$ cat config.mk
export PLATFORM = sky130hd
export DESIGN_NAME = clock_out_and_port_pin_select
export DESIGN_NICKNAME = d
export VERILOG_FILES = /design/src/clock_out_and_port_pin_select.v
export VERILOG_INCLUDE_DIRS = /design/src /design/src/src
export SDC_FILE = /design/constraint.sdc
export NUM_CORES = 1
export LEC_CHECK = 0
export BUFFER_PORTS_ARGS = -buffer_cell sky130_fd_sc_hd__buf_2
export CORE_UTILIZATION = 40
export DETAILED_ROUTE_END_ITERATION = 8
export GPL_TIMING_DRIVEN = 0
export PLACE_DENSITY_LB_ADDON = 0.25
export SETUP_SLACK_MARGIN = 0.02
export SLEW_MARGIN = 10
export SYNTH_ARGS = -nofsm -noshare
export SYNTH_HDL_FRONTEND = slang
export SYNTH_SLANG_ARGS = --single-unit
$ cat constraint.sdc
create_clock -name aclk -period 1.7 [get_ports aclk]
set_input_delay 0.17 -clock aclk [delete_from_list [all_inputs] [get_ports aclk]]
set_output_delay 0.17 -clock aclk [all_outputs]
set_load 0.02 [all_outputs]
$ cat src/pin_select_defines.vh
// Constants for the clock-output and port pin select block.
`ifndef PIN_SELECT_DEFINES_VH
`define PIN_SELECT_DEFINES_VH
// ==========================================================
// Register indices and byte addresses
`define CLOCK_OUT_SELECT_INDEX 4'h a
`define PORT_C_SELECT_INDEX 4'h b
`define CLOCK_OUT_SELECT_ADDR 32'h0000_0028
`define PORT_C_SELECT_ADDR 32'h0000_002c
// ==========================================================
// Field positions and reset values
`define CLK_SRC_LSB 0
`define CLK_SRC_MSB 4
`define CLK_DISABLE_BIT 5
`define PORT_B_ALT_LSB 6
`define PORT_B_ALT_MSB 9
`define CLOCK_OUT_SELECT_WIDTH 10
`define PORT_C_SELECT_WIDTH 4
`define CLOCK_OUT_SELECT_RESET 10'h020
`define PORT_C_SELECT_RESET 4'h0
// ==========================================================
// Clock-output source codes
`define CLK_SRC_SYSTEM 5'h00
`define CLK_SRC_OSCILLATOR 5'h07
`define CLK_SRC_SYNTH 5'h08
`define CLK_SRC_ADC_A 5'h10
`define CLK_SRC_ADC_B 5'h11
// ==========================================================
// Bus response codes
`define RESP_OKAY 2'h0
`define RESP_SLVERR 2'h2
`endif

$ cat src/clock_out_and_port_pin_select.v
// Clock-output multiplexer and port-B / port-C pin function select with AXI4-Lite registers.
//
// The AXI4-Lite slave port was chosen for this implementation.
`timescale 1ns/1ps
`default_nettype none
`include "pin_select_defines.vh"

// Behaviour
// - Clock pin carries clock chosen by 5-bit source field; resets to system clock.
// - Codes 00111, 01000, 10000, 10001 give oscillator, synthesiser, converter A, B.
// - Disable bit 0 drives clock pin, 1 floats it; resets to 1.
// - Reserved bits of both select registers read zero and ignore writes.
// - Port-B pin 7 peripheral output is address 23, or master oscillator.
// - Port-B pin 6 peripheral output is address 22, or secondary system clock.
// - Port-B pin 5 peripheral output is address 21, or system clock.
// - Port-B pin 4 peripheral output is address 20, or prescaler clock.
// - Port-B peripheral enable wins; alternate choice applies only in peripheral mode.
// - Port-C pin 3 is decoder home or timer channel 3, else SPI select.
// - Port-C pin 2 is decoder index or timer channel 2, else SPI data out.
// - Port-C pin 1 is decoder phase B or timer channel 1, else SPI data in.
// - Port-C pin 0 is decoder phase A or timer channel 0, else SPI clock.
// - Port-C pin without peripheral enable is GPIO steered by its direction bit.
// - Peripheral with select 0 is timer input or output per timer enable.
// - Peripheral with select 1 carries SPI signal, direction from SPI unit.
// - Decoder only samples port-C pins and never drives them.
// - Each port-C pin has its own enable, direction, select and timer enable.
module clock_out_and_port_pin_select
(
    input wire aclk,
    input wire aresetn,
    input wire [31:0] s_axi_awaddr,
    input wire [2:0] s_axi_awprot,
    input wire s_axi_awvalid,
    output reg s_axi_awready,
    input wire [31:0] s_axi_wdata,
    input wire [3:0] s_axi_wstrb,
    input wire s_axi_wvalid,
    output reg s_axi_wready,
    output reg [1:0] s_axi_bresp,
    output reg s_axi_bvalid,
    input wire s_axi_bready,
    input wire [31:0] s_axi_araddr,
    input wire [2:0] s_axi_arprot,
    input wire s_axi_arvalid,
    output reg s_axi_arready,
    output reg [31:0] s_axi_rdata,
    output reg [1:0] s_axi_rresp,
    output reg s_axi_rvalid,
    input wire s_axi_rready,
    input wire system_clock,
    input wire oscillator_clock,
    input wire clock_generator_fout,
    input wire adc_a_clock,
    input wire adc_b_clock,
    input wire master_oscillator_clock,
    input wire secondary_system_clock,
    input wire clock_generator_prescaler,
    output reg clock_output_pin_o,
    output reg clock_output_pin_oe,
    input wire [3:0] port_b_peripheral_enable,
    input wire [3:0] port_b_direction,
    input wire [3:0] port_b_gpio_out,
    input wire [3:0] address_high,
    output reg [3:0] port_b_pin_o,
    output reg [3:0] port_b_pin_oe,
    input wire [3:0] port_c_peripheral_enable,
    input wire [3:0] port_c_direction,
    input wire [3:0] port_c_gpio_out,
    input wire [3:0] timer_output_enable,
    input wire [3:0] timer_b_out,
    input wire [3:0] spi2_out,
    input wire [3:0] spi2_oe,
    input wire [3:0] port_c_pin_i,
    output reg [3:0] port_c_pin_o,
    output reg [3:0] port_c_pin_oe,
    output reg [3:0] port_c_gpio_in,
    output reg [3:0] timer_b_in,
    output reg [3:0] decoder_in,
    output reg [3:0] spi2_in
);

    // ==========================================================
    // Address decoding and write merging helpers

    // Word index of a byte address; upper bits must be zero to hit a register.
    function [3:0] reg_index;
        input [31:0] addr;
        begin
            if (addr[31:6] == 26'h000_0000)
                reg_index = addr[5:2];
            else
                reg_index = 4'h0;
        end
    endfunction

    // Merge the low two byte lanes of a write into a 16-bit register image.
    function [15:0] merge_lanes;
        input [15:0] old_val;
        input [31:0] data;
        input [3:0] strb;
        begin
            merge_lanes = old_val;
            if (strb[0])
                merge_lanes[7:0] = data[7:0];
            if (strb[1])
                merge_lanes[15:8] = data[15:8];
        end
    endfunction

    // ==========================================================
    // Register storage

    reg [9:0] clock_out_select_reg;
    reg [3:0] port_c_function_select_reg;
    reg [31:0] wr_addr_reg;
    reg [31:0] wr_data_reg;
    reg [3:0] wr_strb_reg;
    reg aw_got_reg;
    reg w_got_reg;
    reg [15:0] clk_merge;
    reg [15:0] gps_merge;
    wire [3:0] wr_index;
    wire [3:0] rd_index;

    assign wr_index = reg_index(wr_addr_reg);
    assign rd_index = reg_index(s_axi_araddr);

    // Write images; only implemented bits are kept so reserved bits stay zero.
    always @*
    begin
        clk_merge = merge_lanes({6'h00, clock_out_select_reg}, wr_data_reg, wr_strb_reg);
        gps_merge = merge_lanes({12'h000, port_c_function_select_reg}, wr_data_reg, wr_strb_reg);
    end

    // ==========================================================
    // AXI4-Lite write channel

    // Address and data are taken in either order; the response follows both.
    // Each ready drops after its handshake so only one write is under way.
    always @(posedge aclk)
    begin
        if (!aresetn)
        begin
            s_axi_awready <= 1'b0;
            s_axi_wready <= 1'b0;
            s_axi_bvalid <= 1'b0;
            s_axi_bresp <= `RESP_OKAY;
            aw_got_reg <= 1'b0;
            w_got_reg <= 1'b0;
            wr_addr_reg <= 32'h0000_0000;
            wr_data_reg <= 32'h0000_0000;
            wr_strb_reg <= 4'h0;
            clock_out_select_reg <= `CLOCK_OUT_SELECT_RESET;
            port_c_function_select_reg <= `PORT_C_SELECT_RESET;
        end
        else
        begin
            // Readies rise one cycle after reset and after each response.
            if (!aw_got_reg && !s_axi_bvalid && !s_axi_awready)
                s_axi_awready <= 1'b1;
            if (!w_got_reg && !s_axi_bvalid && !s_axi_wready)
                s_axi_wready <= 1'b1;
            if (s_axi_awvalid && s_axi_awready)
            begin
                wr_addr_reg <= s_axi_awaddr;
                aw_got_reg <= 1'b1;
                s_axi_awready <= 1'b0;
            end
            if (s_axi_wvalid && s_axi_wready)
            begin
                wr_data_reg <= s_axi_wdata;
                wr_strb_reg <= s_axi_wstrb;
                w_got_reg <= 1'b1;
                s_axi_wready <= 1'b0;
            end
            if (aw_got_reg && w_got_reg && !s_axi_bvalid)
            begin
                s_axi_bvalid <= 1'b1;
                s_axi_bresp <= `RESP_SLVERR;
                if (wr_index == `CLOCK_OUT_SELECT_INDEX)
                begin
                    clock_out_select_reg <= clk_merge[9:0];
                    s_axi_bresp <= `RESP_OKAY;
                end
                if (wr_index == `PORT_C_SELECT_INDEX)
                begin
                    port_c_function_select_reg <= gps_merge[3:0];
                    s_axi_bresp <= `RESP_OKAY;
                end
            end
            if (s_axi_bvalid && s_axi_bready)
            begin
                s_axi_bvalid <= 1'b0;
                aw_got_reg <= 1'b0;
                w_got_reg <= 1'b0;
            end
        end
    end

    // ==========================================================
    // AXI4-Lite read channel

    // A read is answered on the cycle after its address is taken.
    always @(posedge aclk)
    begin
        if (!aresetn)
        begin
            s_axi_arready <= 1'b0;
            s_axi_rvalid <= 1'b0;
            s_axi_rdata <= 32'h0000_0000;
            s_axi_rresp <= `RESP_OKAY;
        end
        else
        begin
            if (!s_axi_rvalid && !s_axi_arready)
                s_axi_arready <= 1'b1;
            if (s_axi_arvalid && s_axi_arready)
            begin
                s_axi_arready <= 1'b0;
                s_axi_rvalid <= 1'b1;
                s_axi_rresp <= `RESP_OKAY;
                if (rd_index == `CLOCK_OUT_SELECT_INDEX)
                    s_axi_rdata <= {22'h00_0000, clock_out_select_reg};
                else if (rd_index == `PORT_C_SELECT_INDEX)
                    s_axi_rdata <= {28'h000_0000, port_c_function_select_reg};
                else
                begin
                    s_axi_rdata <= 32'h0000_0000;
                    s_axi_rresp <= `RESP_SLVERR;
                end
            end
            if (s_axi_rvalid && s_axi_rready)
                s_axi_rvalid <= 1'b0;
        end
    end

    // ==========================================================
    // Clock-output pin

    wire [4:0] clk_src;
    wire clk_disable;
    wire [3:0] port_b_alt;
    reg clock_mux;

    assign clk_src = clock_out_select_reg[`CLK_SRC_MSB:`CLK_SRC_LSB];
    assign clk_disable = clock_out_select_reg[`CLK_DISABLE_BIT];
    assign port_b_alt = clock_out_select_reg[`PORT_B_ALT_MSB:`PORT_B_ALT_LSB];

    // Clocks cannot pass a flip-flop, so the pin is driven straight from this mux.
    // Factory-test codes are not routed here; they hold the pin low.
    // single mux path
    always @*
    begin
        case (clk_src)
            `CLK_SRC_SYSTEM: clock_mux = system_clock;
            `CLK_SRC_OSCILLATOR: clock_mux = oscillator_clock;
            `CLK_SRC_SYNTH: clock_mux = clock_generator_fout;
            `CLK_SRC_ADC_A: clock_mux = adc_a_clock;
            `CLK_SRC_ADC_B: clock_mux = adc_b_clock;
            default: clock_mux = 1'b0;
        endcase
    end

    // Output buffer enable follows the disable bit; low level while floated.
    // tri-state control
    always @*
    begin
        clock_output_pin_oe = !clk_disable;
        clock_output_pin_o = clock_mux & !clk_disable;
    end

    // ==========================================================
    // Port-B upper pins

    wire [3:0] port_b_alt_clock;
    wire [3:0] port_b_periph_out;

    // Index 0..3 stands for pins 4..7.
    // pin 7 source
    assign port_b_alt_clock = {master_oscillator_clock, secondary_system_clock,
                               system_clock, clock_generator_prescaler};
    assign port_b_periph_out = (port_b_alt & port_b_alt_clock) | (~port_b_alt & address_high);

    // Peripheral mode always drives; otherwise the pin is plain GPIO.
    // enable has priority
    always @*
    begin
        port_b_pin_o = (port_b_peripheral_enable & port_b_periph_out) |
                       (~port_b_peripheral_enable & port_b_gpio_out);
        port_b_pin_oe = port_b_peripheral_enable | port_b_direction;
    end

    // ==========================================================
    // Port-C shared pins

    wire [3:0] pc_timer_mode;
    wire [3:0] pc_spi_mode;

    // Bitwise terms keep every pin on its own control bits.
    // per-pin control
    assign pc_timer_mode = port_c_peripheral_enable & ~port_c_function_select_reg;
    assign pc_spi_mode = port_c_peripheral_enable & port_c_function_select_reg;

    // Drive selection per pin; the decoder has no drive term at all.
    // GPIO direction
    always @*
    begin
        port_c_pin_oe = (~port_c_peripheral_enable & port_c_direction) |
                        (pc_timer_mode & timer_output_enable) |
                        (pc_spi_mode & spi2_oe);
        port_c_pin_o = (~port_c_peripheral_enable & port_c_gpio_out) |
                       (pc_timer_mode & timer_b_out) |
                       (pc_spi_mode & spi2_out);
    end

    // ==========================================================
    // Port-C input sampling

    reg [3:0] pin_meta_reg;
    reg [3:0] pin_sync_reg;

    // Pins are asynchronous; two stages before any use, a third stage routes them.
    // Routing adds one cycle, so consumers see pins three cycles late.
    // pin 0..3 functions
    always @(posedge aclk)
    begin
        if (!aresetn)
        begin
            pin_meta_reg <= 4'h0;
            pin_sync_reg <= 4'h0;
            port_c_gpio_in <= 4'h0;
            timer_b_in <= 4'h0;
            decoder_in <= 4'h0;
            spi2_in <= 4'h0;
        end
        else
        begin
            pin_meta_reg <= port_c_pin_i;
            pin_sync_reg <= pin_meta_reg;
            port_c_gpio_in <= pin_sync_reg;
            timer_b_in <= pin_sync_reg & pc_timer_mode & ~timer_output_enable;
            decoder_in <= pin_sync_reg & pc_timer_mode;
            spi2_in <= pin_sync_reg & pc_spi_mode;
        end
    end

endmodule
`default_nettype wire

# [Word level (Yosys, flattened, before mapping)]
# Cells that the tools add are included.
[word_totals] ramBits=0 output_inout_bits=75 regBits=125 latchBits=0 in_bits=169 n_memories=0 romBits=0
[op_classes] shifts=0 n_reduce_logical=31 n_addsub=0 div_mod_pow=0 mul=0 bitwise=29 eq_ne=8 magnitude_cmp=0 muxes=9
[ops] operator="bitwise AND 4 bit" n=15
[ops] operator="zero test 26 bit" n=2
[ops] operator="bitwise OR 4 bit" n=7
[ops] operator="inverter 4 bit" n=5
[ops] operator="== test 4 bit (second input constant)" n=4
[ops] operator="logical AND 1 bit" n=12
[ops] operator="two-way mux 4 bit" n=3
[ops] operator="== test 5 bit (second input constant)" n=2
[ops] operator="two-way mux 10 bit" n=1
[ops] operator="OR reduction 2 bit" n=5
[ops] operator="AND reduction 3 bit" n=3
[ops] operator="zero test 1 bit" n=8
[ops] operator="two-way mux 2 bit" n=4
[ops] operator="== test 5 x 3 -> 1 bit (second input constant)" n=1
[ops] operator="== test 5 x 4 -> 1 bit (second input constant)" n=1
[ops] operator="zero test 5 bit" n=1
[ops] operator="one-hot mux 1 bit (5 select lines)" n=1
[ops] operator="bitwise AND 1 bit" n=1
[ops] operator="inverter 1 bit" n=1

# [Longest topological paths before layout]
# Gate-level depths: netlist of run 1.
[logic_depth] depth_word=5 depth_mapped=5

# [Worst setup path before layout of run 1]
# OpenSTA, ideal clock, no wires.
[synth_path] kind="register to register" start="register s_axi_bvalid" end="register clock_out_select_reg[0]" setup_slack_ns=0.008 arrival_time_ns=1.620 setup_time_ns=0.072 t_required_ns=1.628 synth_period_minus_slack_ns=1.692 path_stages_with_launch=5 cell_sequence="dfxtp_1 and3b_1 nand3_4 nor4_4 mux2i_1"
[synth_between] elab_chain_len=3
[synth_lines] item="start: declaration" line_no="clock_out_and_port_pin_select.v:40" rtl="output reg s_axi_bvalid,"
[synth_lines] item="start signal: assignment" line_no="clock_out_and_port_pin_select.v:146" rtl="s_axi_bvalid <= 1'b0;"
[synth_lines] item="start signal: assignment" line_no="clock_out_and_port_pin_select.v:178" rtl="s_axi_bvalid <= 1'b1;"
[synth_lines] item="start signal: assignment" line_no="clock_out_and_port_pin_select.v:193" rtl="s_axi_bvalid <= 1'b0;"
[synth_lines] item="zero test 1 bit" line_no="clock_out_and_port_pin_select.v:176" rtl="if (aw_got_reg && w_got_reg && !s_axi_bvalid)"
[synth_lines] item="logical AND 1 bit" line_no="clock_out_and_port_pin_select.v:176"
[synth_lines] item="AND reduction 3 bit (no line)"
[synth_lines] item="end signal: assignment" line_no="clock_out_and_port_pin_select.v:153" rtl="clock_out_select_reg <= `CLOCK_OUT_SELECT_RESET;"
[synth_lines] item="end signal: assignment" line_no="clock_out_and_port_pin_select.v:182" rtl="clock_out_select_reg <= clk_merge[9:0];"
[synth_lines] item="end: declaration" line_no="clock_out_and_port_pin_select.v:113" rtl="reg [9:0] clock_out_select_reg;"
# No other way between the ends.
# A chain may end at the register's enable or synchronous reset.

# [Worst setup path after layout of run 1]
[layout_path] start="register wr_addr_reg[22]" end="register clock_out_select_reg[4]"
[layout_between] elab_chain_len=4
[layout_lines] item="start: declaration" line_no="clock_out_and_port_pin_select.v:115" rtl="reg [31:0] wr_addr_reg;"
[layout_lines] item="start signal: assignment" line_no="clock_out_and_port_pin_select.v:165" rtl="wr_addr_reg <= s_axi_awaddr;"
[layout_lines] item="zero test 26 bit" line_no="clock_out_and_port_pin_select.v:89" rtl="if (addr[31:6] == 26'h000_0000)"
[layout_lines] item="two-way mux 4 bit" line_no="clock_out_and_port_pin_select.v:89"
[layout_lines] item="== test 4 bit (no line)"
[layout_lines] item="AND reduction 3 bit (no line)"
# No other way between the ends.

==> results of run 1 <==
## where the power goes
part	leakage, nW	internal, mW	switching, mW
clock network	0.0897	0.558	0.847
logic	1.66	0.323	0.377
registers	0.807	2.40	0.0499
total	2.56	3.28	1.27
## Yosys cell counts (2+ instances only)
master    count
buf_4        24
a21boi_1      5
o31ai_1       4
and3_1        5
o21a_1        5
clkbuf_1     27
and3b_1       2
nand2b_1      3
nor3b_1       2
dfxtp_1      99
o21ai_0       2
nor4_2        2
nand4_1       2
nor2b_1       5
nor4_1        8
nor4_4        3
or2_2         4
a211oi_1      2
a21oi_1      14
a21boi_0     44
nor4bb_1      2
mux2i_1      31
nor2_1       21
and2_1       19
or4b_1        5
nor3_1        7
nand2_1     126
## stage by stage
stage          setup TNS (ps)  total power, mW  utilization [%]  worst slack, ps  cell area, um^2
6_report                    0             4.55             56.5             87.0             5830
5_1_grt                  -115             4.78             56.5            -41.3             5830
4_1_cts                     0             4.57             55.5             15.5             5730
3_5_place_dp            -2290             3.17             52.7             -215             5440
3_3_place_gp            -2030             3.15             52.7             -193             5440
2_1_floorplan               0             2.89                -             62.3             4350
## routing by layer
| layer | GRT usage [%] | share of wire, % |
|---|---|---|
| met5 | 0 | 0 |
| met4 | 4.53 | 0.77 |
| met3 | 5.24 | 5.7 |
| met2 | 35.8 | 53 |
| met1 | 20.8 | 41 |
## kinds of logic (layout without fill, tap and decap cells)
logic type	count (synthesis)	in the layout	synth area share, %
simple gates	223	223	26.9
mux	31	31	7.29
buf+inv	52	260	6.70
compound gates	76	76	12.5
other cells	1	24	0.0881
flops	99	99	46.5
## critical path, delay by kind of cell, from the launching register on
family	cells	cell delay, ps
and+or+nand+nor	3	860
buffers and inverters	1	180
DFF	1	330
muxes	1	170
## how the worst min path moves through the flow
stage / start / to / cells past startpoint
2_1_floorplan: timer_output_enable[0] / timer_b_in[0] / 1
3_3_place_gp: timer_output_enable[3] / timer_b_in[3] / 2
3_5_place_dp: timer_output_enable[3] / timer_b_in[3] / 2
4_1_cts: port_c_pin_i[3] / pin_meta_reg[3] / 2
5_1_grt: port_c_pin_i[1] / pin_meta_reg[1] / 2
6_report: port_c_pin_i[3] / pin_meta_reg[3] / 2
## timing repair
action | CTS | global route
buffers inserted | 2 | 5
endpoints found under the setup margin | 21 | 26
endpoints found under the hold margin | 4 | 1
pin swaps | 3 | 13
gates resized for setup | 9 | 18
hold buffers | 4 | 1
## area by class of cell
| cell class | instances | area (um^2) |
|---|---|---|
| Inverter | 1 | 3.75 |
| Timing Repair Buffer | 196 | 1040 |
| Clock buffer | 9 | 124 |
| Multi-Input combinational cell | 354 | 2170 |
| Sequential cell | 99 | 1990 |
| Clock inverter | 7 | 60.1 |
| Buffer | 47 | 277 |
| Tap cell | 136 | 170 |
| Fill cell | 960 | 4490 |
==> results.py, run 1 <==
metrics = {
    "cells_and_area": {
        "antennaDiodeCount": 0,
        "largest_register_ffs": 30,
        "stdcell_count": 849,
        "final_common_cell": "buf_2",
        "fin_nets": 877,
        "layout_common_cells": "buf_2 (183), nand2_1 (125), dfxtp_1 (94)",
        "drive_above_1_share_pct": 36.7,
        "synthToLayoutAreaGrowth_pct": 37.0,
    },
    "logic_synthesis": {
        "ys_async_sr_fraction_pct": 0,
        "synth_top_cell_by_area": "dfxtp_1",
        "synth_area_um2": 4260,
        "avgSynthCellArea_um2": 8.83,
        "yosysWarnings": 0,
        "synth_flop_cell": "dfxtp_1",
        "synth_area_leaders": "dfxtp_1 (47%), nand2_1 (11%), a21boi_0 (7.8%), mux2i_1 (7.3%), buf_4 (4.2%)",
        "synth_cells": 482,
        "ys_types": 36,
        "yosysTopAreaCellShare_pct": 46.5,
        "seq_area_frac_synth_pct": 46.5,
        "synth_edf_count": 0,
        "synth.ff_latch_count": 99,
    },
    "timing": {
        "setup_viol": 0,
        "max_slew_margin_pct": 63.7,
        "period_share_pct": 94.9,
        "whs_ps": 13.8,
        "worst_pin_slew_ps": 544,
        "rsz0062_at_grt": "true",
        "hold_viol_final": 0,
        "max_freq_mhz": 620,
        "skew_ps": 9.27,
        "finalCriticalPeriod_ps": 1610,
        "maxSlewViolCount": 0,
    },
    "detailed_routing": {
        "first_pass_iters": 4,
        "drcViolationCount": 0,
        "drtAntennaViolNets": 0,
        "wl_per_cell_um": 12.3,
        "num_vias": 3950,
        "wl_mm": 10.4,
        "drt_iter0_drc": 84,
        "vias_per_cell": 4.65,
    },
    "worst_setup_path": {
        "critPathKind": "reg2reg",
        "timing.rr.end": "clock_out_select_reg[4]",
        "r2r_start": "wr_addr_reg[22]",
        "cp-end-kind": "flip-flop",
        "cp.required_ps": 1980,
        "start_kind": "flip-flop",
        "cp_slowest_cell": "nor4_4",
        "crit_fanout": 8,
        "r2r_setup_slack_ps": 90,
        "max_stage_delay_ps": 340,
        "critPathArrivalTime_ps": 1900,
        "crit_chain": "nor4_2 > nand2_2 > nor4_4 > buf_12 > mux2i_1",
        "startpoint": "wr_addr_reg[22]",
        "crit_end": "clock_out_select_reg[4]",
        "r2r_cells": 5,
    },
    "placement": {
        "place_hpwl_mm": 8.20,
        "place_inst": 825,
        "portBuffers": 184,
        "globalplace.congestion": 0.750,
    },
    "clocking": {
        "cts-root-buf": "clkbuf_8",
        "cts_sinks": 99,
        "cts.path.max_buffers": 2,
        "cts_max_level": 3,
        "clock_latency_ps": 360,
        "numCtsBuffers": 9,
        "tritoncts": "yes",
        "clkTransAtPathRegs_ps": 100,
    },
    "die": {
        "start_util_pct": 41.2,
        "core_um2": 10300,
        "num_io_pins": 244,
        "dieHeight_um": 105,
        "dieArea_um2": 11100,
        "die_x_um": 105,
        "fp-row-count": 37,
    },
    "pwr": {
        "power.density_nw_per_um2": 780,
        "ir_drop_v": 0.000640,
        "leakage_nw": 2.56,
    },
    "worst_hold_path": {
        "hold_class": "in2reg",
    },
    "grt": {
        "grt_overflow_total": 0,
        "grt_use_total_pct": 19.0,
        "grt_max_degree": 19,
        "grt_first_pass_wirelength_mm": 16.5,
        "antenna_found_initial": 0,
        "grt_pass1_vias": 3661,
    },
    "run_status": {
        "status": "finished, final reports clean",
    },
    "flow_run": {
        "drv_cap": 0,
    },
}
No activity file was read; power rests on OpenSTA's default activity.
==> run 2: changes to the inputs <==
Clock period 1.7 ns to 1.3 ns, I/O delays scaled along.
==> run 2 against run 1 <==
  * The run now ends with negative setup slack left
  * Critical path depth stayed put
  * Core utilization is 4.3 points higher
  * Worst hold slack got worse by 1.0 ps
  * Sequential share of layout area down 1.9 points
  * Combinational power is 42% higher
  * Clock-buffer cell count grew 1
  * Register-to-register slack lost 420 ps
  * Sequential cell count unchanged
  * Power up 31%
  * Global-route usage grew 2.0 points
  * Die area is the same
  * Largest cell class unchanged
  * Largest power group unchanged
==> results.py, run 2 (same netlist as run 1, synthesis figures left out) <==
metrics = {
    "clocking": {
        "numCtsBuffers": 9,
        "clock_latency_ps": 370,
        "cts_max_level": 3,
        "cts.path.max_buffers": 2,
        "clkTransAtPathRegs_ps": 90,
        "cts_sinks": 99,
        "cts-root-buf": "clkbuf_8",
        "tritoncts": "yes",
    },
    "cells_and_area": {
        "final_common_cell": "buf_2",
        "fin_nets": 910,
        "largest_register_ffs": 30,
        "fin_util_pct": 60.8,
        "drive_above_1_share_pct": 39.7,
        "layout_common_cells": "buf_2 (177), nand2_1 (125), dfxtp_1 (82)",
        "synthToLayoutAreaGrowth_pct": 47.3,
        "finalInstanceArea_um2": 6270,
        "antennaDiodeCount": 0,
        "stdcell_count": 882,
    },
    "worst_hold_path": {
        "hold_class": "in2reg",
        "holdPathStages": 3,
    },
    "worst_setup_path": {
        "cp.required_ps": 1170,
        "cp-end-kind": "output port",
        "critPathArrivalTime_ps": 1520,
        "cp_slowest_cell": "dfxtp_2",
        "max_stage_delay_ps": 350,
        "crit_fanout": 3,
        "crit_chain": "buf_6 > a211oi_2 > o21ai_2 > a21oi_2 > buf_6",
        "path_common_cell": "buf_6",
        "critPathKind": "reg2out",
        "r2r_cells": 5,
        "start_kind": "flip-flop",
    },
    "pwr": {
        "p_int_mw": 4.31,
        "p_comb_share_pct": 16.7,
        "leakage_nw": 2.76,
        "power.density_nw_per_um2": 951,
        "pwr-share-clk_pct": 29.8,
        "ir_drop_v": 0.000691,
        "switching_share_pct": 27.7,
        "p_seq_share_pct": 53.5,
        "netSwitchingPower_mw": 1.65,
    },
    "grt": {
        "grt_use_total_pct": 21.0,
        "grt_max_degree": 17,
        "antenna_found_initial": 0,
        "grt_overflow_total": 0,
        "grt_pass1_vias": 3925,
        "grt_first_pass_wirelength_mm": 18.2,
    },
    "placement": {
        "portBuffers": 184,
        "placed_area_um2": 5450,
        "place_inst": 825,
        "place_hpwl_mm": 8.22,
        "globalplace.congestion": 0.747,
    },
    "timing": {
        "skew_ps": 8.31,
        "maxSlewViolCount": 0,
        "hold_viol_final": 0,
        "rsz0062_at_grt": "true",
        "setup_viol": 31,
        "max_freq_mhz": 605,
        "period_share_pct": 127,
        "worst_pin_slew_ps": 550,
        "setup_ws_ps": -353,
        "finalCriticalPeriod_ps": 1650,
        "max_slew_margin_pct": 63.3,
    },
    "die": {
        "start_util_pct": 41.2,
        "die_x_um": 105,
        "fp-row-count": 37,
        "num_io_pins": 244,
        "dieHeight_um": 105,
        "core_um2": 10300,
        "dieArea_um2": 11100,
    },
    "run_status": {
        "violations": "negative setup slack",
        "status": "complete, but fails checks",
    },
    "detailed_routing": {
        "first_pass_iters": 4,
        "wl_mm": 11.4,
        "num_vias": 4102,
        "drt_iter0_drc": 169,
        "wl_per_cell_um": 13.0,
        "drtAntennaViolNets": 0,
        "drcViolationCount": 0,
        "vias_per_cell": 4.65,
    },
    "flow_run": {
        "drv_cap": 0,
    },
}
run 2: through the flow:
stage          hold slack [ps]  setup WS [ps]  TNS (ps)  total power, mW
2_1_floorplan              207           -335     -4800             3.78
5_1_grt                   4.12           -430     -8560             6.23
3_3_place_gp               308           -575    -10560             4.12
6_report                  12.8           -353     -5730             5.96
4_1_cts                   1.02           -312     -5380             5.98
3_5_place_dp               315           -642    -11420             4.14
run 2: cell type report:
class                      count  area (um^2)
clock buffer                  10          128
buffer                        45          295
clock inverter                 6         42.5
fill                         922         4050
multi-input combinational    354         2220
timing repair buffer         231         1390
inverter                       1         3.75
tap                          136          170
sequential                    99         2020
run 2: path summary, 6_finish.rpt:
check / endpoint / from / slack, ps
min: wr_addr_reg[27] / s_axi_awaddr[27] / 10
min reg2reg: pin_sync_reg[3] / pin_meta_reg[3] / 440
max reg2reg: clock_out_select_reg[0] / wr_addr_reg[17] / -330
max: clock_output_pin_o / clock_out_select_reg[0] / -350
run 2: repair_timing:
action / in CTS / in global routing
setup buffers: 17 / 1
cloned: 0 / 0
hold endpoints to repair: 28 / 2
endpoints found under the setup margin: 64 / 57
pin swaps: 18 / 11
hold buffers: 28 / 2
gates resized for setup: 49 / 26
run 2: layer usage:
layer	track usage, %	vias to the layer above	wire [um]
li1	-	2091	-
met1	23.8	1856	4920
met2	38.1	140	5630
met3	5.18	15	699
met4	7.34	0	172
met5	0	-	0
run 2: worst max-delay path: cells and delay by family (launching register included):
| family | cells | cell delay (ps) |
|---|---|---|
| flip-flops | 1 | 350 |
| buffers and inverters | 2 | 270 |
| AO/OA/AOI/OAI | 3 | 530 |
run 2: power groups by stage:
stage	logic (mW)	clock network [mW]	registers [mW]
global placement	0.854	0	3.27
CTS	0.979	1.81	3.19
floorplan	0.495	0	3.28
detailed placement	0.871	0	3.27
global route	1.09	1.93	3.21
finish	0.995	1.78	3.19
